--- config.mk ---
export PLATFORM = sky130hd
export DESIGN_NAME = unif_top
export DESIGN_NICKNAME = d
export VERILOG_FILES = /design/src/hdl/unif_pkg.sv /design/src/hdl/unif_addr_match.sv /design/src/hdl/unif_top.sv
export SDC_FILE = /design/constraint.sdc
export NUM_CORES = 1
export LEC_CHECK = 0
export BUFFER_PORTS_ARGS = -buffer_cell sky130_fd_sc_hd__buf_2
export CAP_MARGIN = 40
export CELL_PAD_IN_SITES_DETAIL_PLACEMENT = 2
export CELL_PAD_IN_SITES_GLOBAL_PLACEMENT = 2
export CORE_MARGIN = 3
export CORE_UTILIZATION = 27
export CTS_CLUSTER_DIAMETER = 40
export CTS_CLUSTER_SIZE = 12
export DETAILED_ROUTE_END_ITERATION = 16
export PLACE_DENSITY = 0.81
export SYNTH_ARGS = -nofsm -noshare
export SYNTH_HDL_FRONTEND = slang
export SYNTH_SLANG_ARGS = --single-unit
--- constraint.sdc ---
create_clock -name sys_clk_i -period 2.5 [get_ports sys_clk_i]
set_clock_uncertainty 0.1 [all_clocks]
set_input_delay 0.375 -clock sys_clk_i [delete_from_list [all_inputs] [get_ports sys_clk_i]]
set_output_delay 0.375 -clock sys_clk_i [all_outputs]
set_load 0.03 [all_outputs]
--- src/hdl/unif_pkg.sv ---
// Purpose: Shared constants and types for the nine-bit UART interrupt block
// Assumes: 32-bit APB, one aligned word per register
// Notes:   Register indices are scaled by four to form byte addresses
package unif_pkg;

  // Register indices; the byte address is four times the index
  localparam logic [9:0] IDX_IRQ_CTRL  = 10'h0f6;
  localparam logic [9:0] IDX_IRQ_FLAG  = 10'h0f7;
  localparam logic [9:0] IDX_EXT_CTRL  = 10'h0f8;
  localparam logic [9:0] IDX_SLV_ADDR  = 10'h0f9;
  localparam logic [9:0] IDX_SLV_MASK  = 10'h0fa;
  localparam logic [9:0] IDX_BCAST     = 10'h0fb;

  // Reset values
  localparam logic [7:0] RST_IRQ_CTRL  = 8'h02;
  localparam logic [7:0] RST_IRQ_FLAG  = 8'h00;
  localparam logic [7:0] RST_EXT_CTRL  = 8'h00;
  localparam logic [7:0] RST_SLV_ADDR  = 8'h00;
  localparam logic [7:0] RST_SLV_MASK  = 8'hff;
  localparam logic [7:0] RST_BCAST     = 8'hff;

  // Field positions
  localparam int BIT_IRQ_EN      = 0;  // Interrupt control: enable
  localparam int BIT_IRQ_TYPE    = 1;  // Interrupt control: type select
  localparam int BIT_FLAG        = 0;  // Status: triggered
  localparam int BIT_DEEP_FIFO   = 0;  // Extended control: deep FIFO
  localparam int BIT_BYPASS      = 4;  // Extended control: bypass switch
  localparam int BIT_LVL_LO      = 6;  // Extended control: level mode low
  localparam int BIT_LVL_HI      = 7;  // Extended control: level mode high

  // Receive interrupt levels, indexed by {level mode, trigger code}
  localparam logic [15:0][6:0] RX_LEVEL_TBL = {
    7'h7c, 7'h78, 7'h74, 7'h70,   // Mode 11: 124, 120, 116, 112
    7'h68, 7'h60, 7'h58, 7'h50,   // Mode 10: 104, 96, 88, 80
    7'h40, 7'h30, 7'h20, 7'h10,   // Mode 01: 64, 48, 32, 16
    7'h0e, 7'h08, 7'h04, 7'h01    // Mode 00: 14, 8, 4, 1
  };

  // One received character with its ninth (parity position) bit
  typedef struct packed {
    logic       ninth;   // Address/data indicator in nine-bit mode
    logic [7:0] data;    // Character bits
  } unif_char_s;

  // Address compare settings travelling together
  typedef struct packed {
    logic [7:0] slave;   // Own slave address
    logic [7:0] mask;    // 1 = bit is compared
    logic [7:0] bcast;   // Broadcast address
  } unif_cmp_s;

endpackage

--- src/hdl/unif_addr_match.sv ---
// Purpose: Classify received characters as address bytes and match them
// Assumes: Character strobe from the receiver on the same clock
// Notes:   Outputs are one-cycle pulses, registered
`timescale 1ns/100ps
module unif_addr_match
(
  input  wire logic                 sys_clk_i,     // System clock
  input  wire logic                 reset_i,       // Sync reset, high
  input  wire logic                 nine_bit_en_i, // Nine-bit mode on
  input  wire logic                 rx_valid_i,    // Character strobe
  input  wire unif_pkg::unif_char_s rx_char_i,     // Received character
  input  wire unif_pkg::unif_cmp_s  cmp_i,         // Compare settings
  output logic                      addr_seen_o,   // Address byte pulse
  output logic                      addr_hit_o     // Matching address pulse
);

  logic is_addr;   // Ninth bit marks an address byte
  logic own_hit;   // Masked compare with own address
  logic bc_hit;    // Broadcast compare

  // Parity slot only means address when nine-bit mode is on
  assign is_addr = rx_valid_i & nine_bit_en_i & rx_char_i.ninth;
  // Unmasked bits are don't-care, so an all-ones mask is exact match
  assign own_hit = ((rx_char_i.data ^ cmp_i.slave) & cmp_i.mask)
                   == 8'h00;
  assign bc_hit  = rx_char_i.data == cmp_i.bcast;

  // Register the event pulses
  always_ff @(posedge sys_clk_i)
  begin
    if (reset_i)
    begin
      addr_seen_o <= 1'b0;
      addr_hit_o  <= 1'b0;
    end
    else
    begin
      addr_seen_o <= is_addr;
      addr_hit_o  <= is_addr & (own_hit | bc_hit);
    end
  end

endmodule

--- src/hdl/unif_top.sv ---
// Purpose: Nine-bit interrupt control, status and extended FIFO control
// Assumes: APB master, receiver and FIFO logic sit outside this block
// Notes:   Zero-wait APB with one registered setup cycle
//
// Function
// - Type 0: interrupt on every address byte
// - Type 1: interrupt only on matching address
// - Control bit 0 gates interrupt; reset 02
// - Status bit 0 shows triggered; reset 00
// - Level modes 00/01 give 1-14, 16-64 bytes
// - Level modes 10/11 give 80-104, 112-124 bytes
// - Extended bit 4 enables channel bypass switch
// - Ninth bit marks address versus data
// - Match own masked address or broadcast
//
// Design decision made here: the APB slave port.
`timescale 1ns/100ps
module unif_top
(
  input  wire logic                 sys_clk_i,       // System clock 10 MHz
  input  wire logic                 reset_i,         // Host bus reset, high
  input  wire logic                 psel_i,          // APB select
  input  wire logic                 penable_i,       // APB enable
  input  wire logic                 pwrite_i,        // APB direction
  input  wire logic [11:0]          paddr_i,         // APB byte address
  input  wire logic [31:0]          pwdata_i,        // APB write data
  output logic      [31:0]          prdata_o,        // APB read data
  output logic                      pready_o,        // APB ready
  output logic                      pslverr_o,       // APB error
  input  wire logic                 nine_bit_en_i,   // Nine-bit mode on
  input  wire logic                 rx_valid_i,      // Character strobe
  input  wire unif_pkg::unif_char_s rx_char_i,       // Received character
  input  wire logic [1:0]           rx_trig_sel_i,   // fifo_control_reg 7:6
  output logic                      irq_o,           // Nine-bit interrupt
  output logic      [6:0]           rx_trig_level_o, // Receive level, bytes
  output logic                      deep_fifo_en_o,  // 128-byte FIFOs
  output logic                      channel_bypass_switch_en_o // Bypass
);

  // Stored register fields; reserved bits are not kept
  logic       irq_en_reg;     // Interrupt enable
  logic       irq_type_reg;   // Interrupt type select
  logic       flag_reg;       // Interrupt triggered
  logic [1:0] lvl_mode_reg;   // FIFO level mode
  logic       bypass_reg;     // Bypass switch enable
  logic       deep_reg;       // Deep FIFO select
  unif_pkg::unif_cmp_s cmp_reg; // Address compare settings

  logic [31:0] rdata_next;    // Read mux
  logic        hit_next;      // Address decodes to a register
  logic        setup;         // APB setup cycle
  logic        wr_acc;        // Write takes effect this edge
  logic [9:0]  idx;           // Word index of the access
  logic        addr_seen;     // Any address byte pulse
  logic        addr_hit;      // Matching address byte pulse
  logic        irq_event;     // Event that sets the flag
  logic        flag_clr;      // Software writes zero to the flag

  assign setup  = psel_i & ~penable_i;
  assign wr_acc = psel_i & penable_i & pready_o & pwrite_i & ~pslverr_o;
  assign idx    = paddr_i[11:2];

  // Address classification and compare
  unif_addr_match unif_addr_match_inst
  (
    .sys_clk_i     (sys_clk_i),
    .reset_i       (reset_i),
    .nine_bit_en_i (nine_bit_en_i),
    .rx_valid_i    (rx_valid_i),
    .rx_char_i     (rx_char_i),
    .cmp_i         (cmp_reg),
    .addr_seen_o   (addr_seen),
    .addr_hit_o    (addr_hit)
  );

  // Read mux; misaligned or unknown offsets are flagged as errors
  always_comb
  begin
    rdata_next = 32'h0000_0000;
    hit_next   = paddr_i[1:0] == 2'h0;
    case (idx)
      unif_pkg::IDX_IRQ_CTRL:
      begin
        rdata_next[unif_pkg::BIT_IRQ_EN]   = irq_en_reg;
        rdata_next[unif_pkg::BIT_IRQ_TYPE] = irq_type_reg;
      end
      unif_pkg::IDX_IRQ_FLAG:
      begin
        rdata_next[unif_pkg::BIT_FLAG] = flag_reg;
      end
      unif_pkg::IDX_EXT_CTRL:
      begin
        // Reserved bits 5 and 3-1 always read zero
        rdata_next[unif_pkg::BIT_LVL_HI:unif_pkg::BIT_LVL_LO] = lvl_mode_reg;
        rdata_next[unif_pkg::BIT_BYPASS]    = bypass_reg;
        rdata_next[unif_pkg::BIT_DEEP_FIFO] = deep_reg;
      end
      unif_pkg::IDX_SLV_ADDR:
      begin
        rdata_next[7:0] = cmp_reg.slave;
      end
      unif_pkg::IDX_SLV_MASK:
      begin
        rdata_next[7:0] = cmp_reg.mask;
      end
      unif_pkg::IDX_BCAST:
      begin
        rdata_next[7:0] = cmp_reg.bcast;
      end
      default:
      begin
        hit_next = 1'b0;
      end
    endcase
  end

  // APB answer: ready, data and error are prepared in the setup cycle
  // so every bus output comes from a flop with no wait states
  always_ff @(posedge sys_clk_i)
  begin
    if (reset_i)
    begin
      pready_o  <= 1'b0;
      pslverr_o <= 1'b0;
      prdata_o  <= 32'h0000_0000;
    end
    else if (setup)
    begin
      pready_o  <= 1'b1;
      pslverr_o <= ~hit_next;
      prdata_o  <= hit_next ? rdata_next : 32'h0000_0000;
    end
    else
    begin
      pready_o  <= 1'b0;
      pslverr_o <= 1'b0;
      prdata_o  <= 32'h0000_0000;
    end
  end

  // Interrupt control register
  always_ff @(posedge sys_clk_i)
  begin
    if (reset_i)
    begin
      irq_en_reg   <= unif_pkg::RST_IRQ_CTRL[unif_pkg::BIT_IRQ_EN];
      irq_type_reg <= unif_pkg::RST_IRQ_CTRL[unif_pkg::BIT_IRQ_TYPE];
    end
    else if (wr_acc && idx == unif_pkg::IDX_IRQ_CTRL)
    begin
      irq_en_reg   <= pwdata_i[unif_pkg::BIT_IRQ_EN];
      irq_type_reg <= pwdata_i[unif_pkg::BIT_IRQ_TYPE];
    end
  end

  // Extended control register; reserved bits are dropped on write,
  // so a stray one there has no effect
  always_ff @(posedge sys_clk_i)
  begin
    if (reset_i)
    begin
      lvl_mode_reg <= unif_pkg::RST_EXT_CTRL[unif_pkg::BIT_LVL_HI:
                                             unif_pkg::BIT_LVL_LO];
      bypass_reg   <= unif_pkg::RST_EXT_CTRL[unif_pkg::BIT_BYPASS];
      deep_reg     <= unif_pkg::RST_EXT_CTRL[unif_pkg::BIT_DEEP_FIFO];
    end
    else if (wr_acc && idx == unif_pkg::IDX_EXT_CTRL)
    begin
      lvl_mode_reg <= pwdata_i[unif_pkg::BIT_LVL_HI:unif_pkg::BIT_LVL_LO];
      bypass_reg   <= pwdata_i[unif_pkg::BIT_BYPASS];
      deep_reg     <= pwdata_i[unif_pkg::BIT_DEEP_FIFO];
    end
  end

  // Address compare settings
  always_ff @(posedge sys_clk_i)
  begin
    if (reset_i)
    begin
      cmp_reg.slave <= unif_pkg::RST_SLV_ADDR;
      cmp_reg.mask  <= unif_pkg::RST_SLV_MASK;
      cmp_reg.bcast <= unif_pkg::RST_BCAST;
    end
    else if (wr_acc)
    begin
      if (idx == unif_pkg::IDX_SLV_ADDR)
      begin
        cmp_reg.slave <= pwdata_i[7:0];
      end
      if (idx == unif_pkg::IDX_SLV_MASK)
      begin
        cmp_reg.mask <= pwdata_i[7:0];
      end
      if (idx == unif_pkg::IDX_BCAST)
      begin
        cmp_reg.bcast <= pwdata_i[7:0];
      end
    end
  end

  // Event selection by type; disabled interrupt records nothing
  assign irq_event = irq_en_reg &
                     (irq_type_reg ? addr_hit
                                   : addr_seen);
  assign flag_clr  = wr_acc && idx == unif_pkg::IDX_IRQ_FLAG &&
                     !pwdata_i[unif_pkg::BIT_FLAG];

  // Triggered flag: sticky, cleared by writing zero, set beats clear
  always_ff @(posedge sys_clk_i)
  begin
    if (reset_i)
    begin
      flag_reg <= unif_pkg::RST_IRQ_FLAG[unif_pkg::BIT_FLAG];
    end
    else if (irq_event)
    begin
      flag_reg <= 1'b1;
    end
    else if (flag_clr)
    begin
      flag_reg <= 1'b0;
    end
  end

  // Outputs, each from a flop; interrupt lags the flag by one cycle
  always_ff @(posedge sys_clk_i)
  begin
    if (reset_i)
    begin
      irq_o                      <= 1'b0;
      rx_trig_level_o            <= unif_pkg::RX_LEVEL_TBL[0];
      deep_fifo_en_o             <= 1'b0;
      channel_bypass_switch_en_o <= 1'b0;
    end
    else
    begin
      irq_o           <= flag_reg & irq_en_reg;
      rx_trig_level_o <= unif_pkg::RX_LEVEL_TBL[{lvl_mode_reg,
                                                 rx_trig_sel_i}];
      deep_fifo_en_o             <= deep_reg;
      channel_bypass_switch_en_o <= bypass_reg;
    end
  end

endmodule

==> results.py <==
metrics = {
    "status": {
        "status": "complete, no violations",
    },
    "floorplan": {
        "rows": 35,
        "die_area_mm2": 0.0108,
        "initial_core_util_pct": 28.0,
        "ios": 106,
        "design.core.area_mm2": 0.00928,
        "die_h_um": 104,
        "die_width_um": 104,
    },
    "clock_network": {
        "htreeDepth": 2,
        "numCtsBuffers": 5,
        "worstSkewPairLatency_ns": 0.31,
        "clk_pin_slew_worst_paths_ns": 0.10,
        "cts_root_buffer": "clkbuf_8",
        "tritoncts": "built",
        "cts-resized-gates": 0,
        "hold_buffers": 0,
        "clock_sinks": 53,
        "postCtsSetupBuffers": 0,
        "cts.path.max_buffers": 2,
    },
    "grt": {
        "grt_pass1_vias": 2528,
        "grt_overflow": 0,
        "grt.total_usage_pct": 14.6,
        "antenna_found_initial": 0,
        "grt_pass1_wl_um": 13000,
        "grt_max_degree": 40,
    },
    "yosys": {
        "yosysWarnings": 0,
        "synth_largest_area_cell": "dfxtp_1",
        "synth_compound_area_share_pct": 8.85,
        "muxShareOfSynthArea_pct": 10.8,
        "synth_top_family_by_area": "simple AND/OR/NAND/NOR gates",
        "synth_cells": 297,
        "ys_top_cells_by_count": "53 x dfxtp_1, 33 x nand3_1, 31 x nand2_1",
        "synth_area_mm2": 0.00260,
        "synth-xor-area-share_pct": 5.72,
        "yosys.area_share.simple_pct": 22.0,
        "synth_cell_types": 41,
        "synthTopCellsByArea": "dfxtp_1 41%, mux2i_1 7.3%, buf_4 6.9%",
        "ys_ff_latch": 53,
        "yosys.area_share.adder_pct": 0.962,
        "synth_flop_cell": "dfxtp_1",
        "async_flop_share_pct": 0,
        "synth-seq-area-share_pct": 40.8,
        "synth-edff-count": 0,
        "yosysTopAreaCellShare_pct": 40.8,
        "syn_area_per_cell_um2": 8.76,
        "yosysMostFrequentCell": "dfxtp_1",
    },
    "finish": {
        "drive_above_1_share_pct": 23.7,
        "nets": 417,
        "areaGrowthSynthToFinish_pct": 18.2,
        "antenna_cells": 0,
        "largest_register_ffs": 24,
    },
    "detailed_routing": {
        "drtPass1Iterations": 4,
        "routed_via_density": 4.75,
        "wl_um": 7750,
        "wire_per_inst_um": 16.0,
        "dr.first_iter.drc_count": 72,
        "route.detailed.drc": 0,
        "drtAntennaViolNets": 0,
        "vias": 2292,
    },
    "setup_path": {
        "arrival_ns": 2.32,
        "cp.required_ns": 2.64,
        "cpMostUsedCell": "buf_4",
        "slowest_stage": "or4b_4",
        "crit_type": "reg -> reg",
        "cpLargestDelayFamily": "simple AND/OR/NAND/NOR gates",
        "cp_slowest_stage_delay_ns": 0.52,
        "crit_buf_inv": 2,
        "path_max_fanout": 8,
        "endpoint_kind": "flop",
        "worstPathCellList": "or4b_4 -> or4_1 -> buf_4 -> nor3_2 -> buf_4 -> mux2i_1",
        "cp-start-kind": "flop",
    },
    "run": {
        "drv_cap": 0,
    },
    "sta": {
        "hold_viol_final": 0,
        "slew_headroom_pct": 61.9,
        "finalSetupTns_ns": 0,
        "setup-violations-final": 0,
        "rsz0062_at_grt": "no",
        "fmax_mhz": 458,
        "period_share_pct": 87.2,
        "slew_viol_final": 0,
        "tightest_slew_ns": 0.566,
        "timing.final.crit_period_ns": 2.18,
    },
    "worst_hold_path": {
        "hp-class": "in -> reg",
    },
    "pwr": {
        "p_leak_nw": 1.36,
        "ir_drop_v": 0.000223,
        "power_density_mw_per_mm2": 536,
        "p_total_mw": 1.65,
    },
    "placed_design": {
        "routabilityCongestion": 0.744,
        "post-dp-hpwl_um": 5860,
        "portBuffers": 57,
    },
}
==> worst reg2reg max path, cell delays in order, from the launching register on <==
cell and delay, ns:
dfxtp_1 0.32, or4b_4 0.52, or4_1 0.44, buf_4 0.20
nor3_2 0.16, buf_4 0.18, mux2i_1 0.19
==> report_power, final <==
part | internal (mW) | switching (mW) | total (mW)
combinational | 0.0538 | 0.142 | 0.196
sequential | 0.849 | 0.00135 | 0.850
clock | 0.300 | 0.303 | 0.603
total | 1.20 | 0.446 | 1.65
==> kinds of logic after synthesis <==
kind of cell	after synthesis
flops	53
buf+inv	48
compound gates	40
fa+ha+maj	2
mux	24
other cells	1
simple gates	112
xor+xnor	17
==> metal layers <==
metal	wire, µm	share of wire [%]	GRT usage, %	up-vias
li1	-	-	-	1100
met1	3280	42	16.9	1124
met2	4000	52	27.1	58
met3	322	4.2	3.35	10
met4	141	1.8	3.80	0
met5	0	0	0	-
==> metrics by stage <==
step | util, % | setup slack (ns) | area, µm² | hold WS (ns) | instances
global route | 33.1 | 0.167 | 3070 | 0.219 | 483
global placement | 31.9 | 0.149 | 2960 | 0.351 | 475
floorplan | - | 0.251 | 2690 | 0.323 | 320
CTS | 33.1 | 0.291 | 3070 | 0.208 | 483
detailed placement | 31.9 | 0.0895 | 2960 | 0.358 | 475
finish | 33.1 | 0.319 | 3070 | 0.222 | 483
==> worst paths after layout <==
check | from | slack, ns | depth (start not counted) | end
setup / recovery | pslverr_o | 0.32 | 6 | bypass_reg
hold / removal | rx_trig_sel_i[1] | 0.22 | 3 | rx_trig_level_o[1]
setup reg to reg | pslverr_o | 0.32 | 6 | bypass_reg
hold reg to reg | deep_reg | 0.37 | 2 | deep_fifo_en_o
==> cell usage in the layout (no fill, tap or decap), drive strengths merged, types with 2 or more instances in the layout <==
cell     n
a211oi   2
a21oi   11
a22oi    4
and3     5
and4     2
buf     66
clkbuf   5
conb    24
dfxtp   53
ha       2
inv      8
mux2     2
mux2i   19
mux4     3
nand2   31
nand2b   2
nand3   33
nand3b   2
nand4    2
nor2    14
nor2b    2
nor3     5
nor4     4
o211ai   2
o21ai   18
or3      2
or4      2
xor2    17
==> cell type report <==
cell class	count	area, µm²
Tap cell	129	161
Clock inverter	3	46.3
Fill cell	1092	6210
Timing Repair Buffer	66	353
Clock buffer	5	68.8
Sequential cell	53	1060
Inverter	8	30.0
Multi-Input combinational cell	219	1350
(Power assumes the default switching activity.)
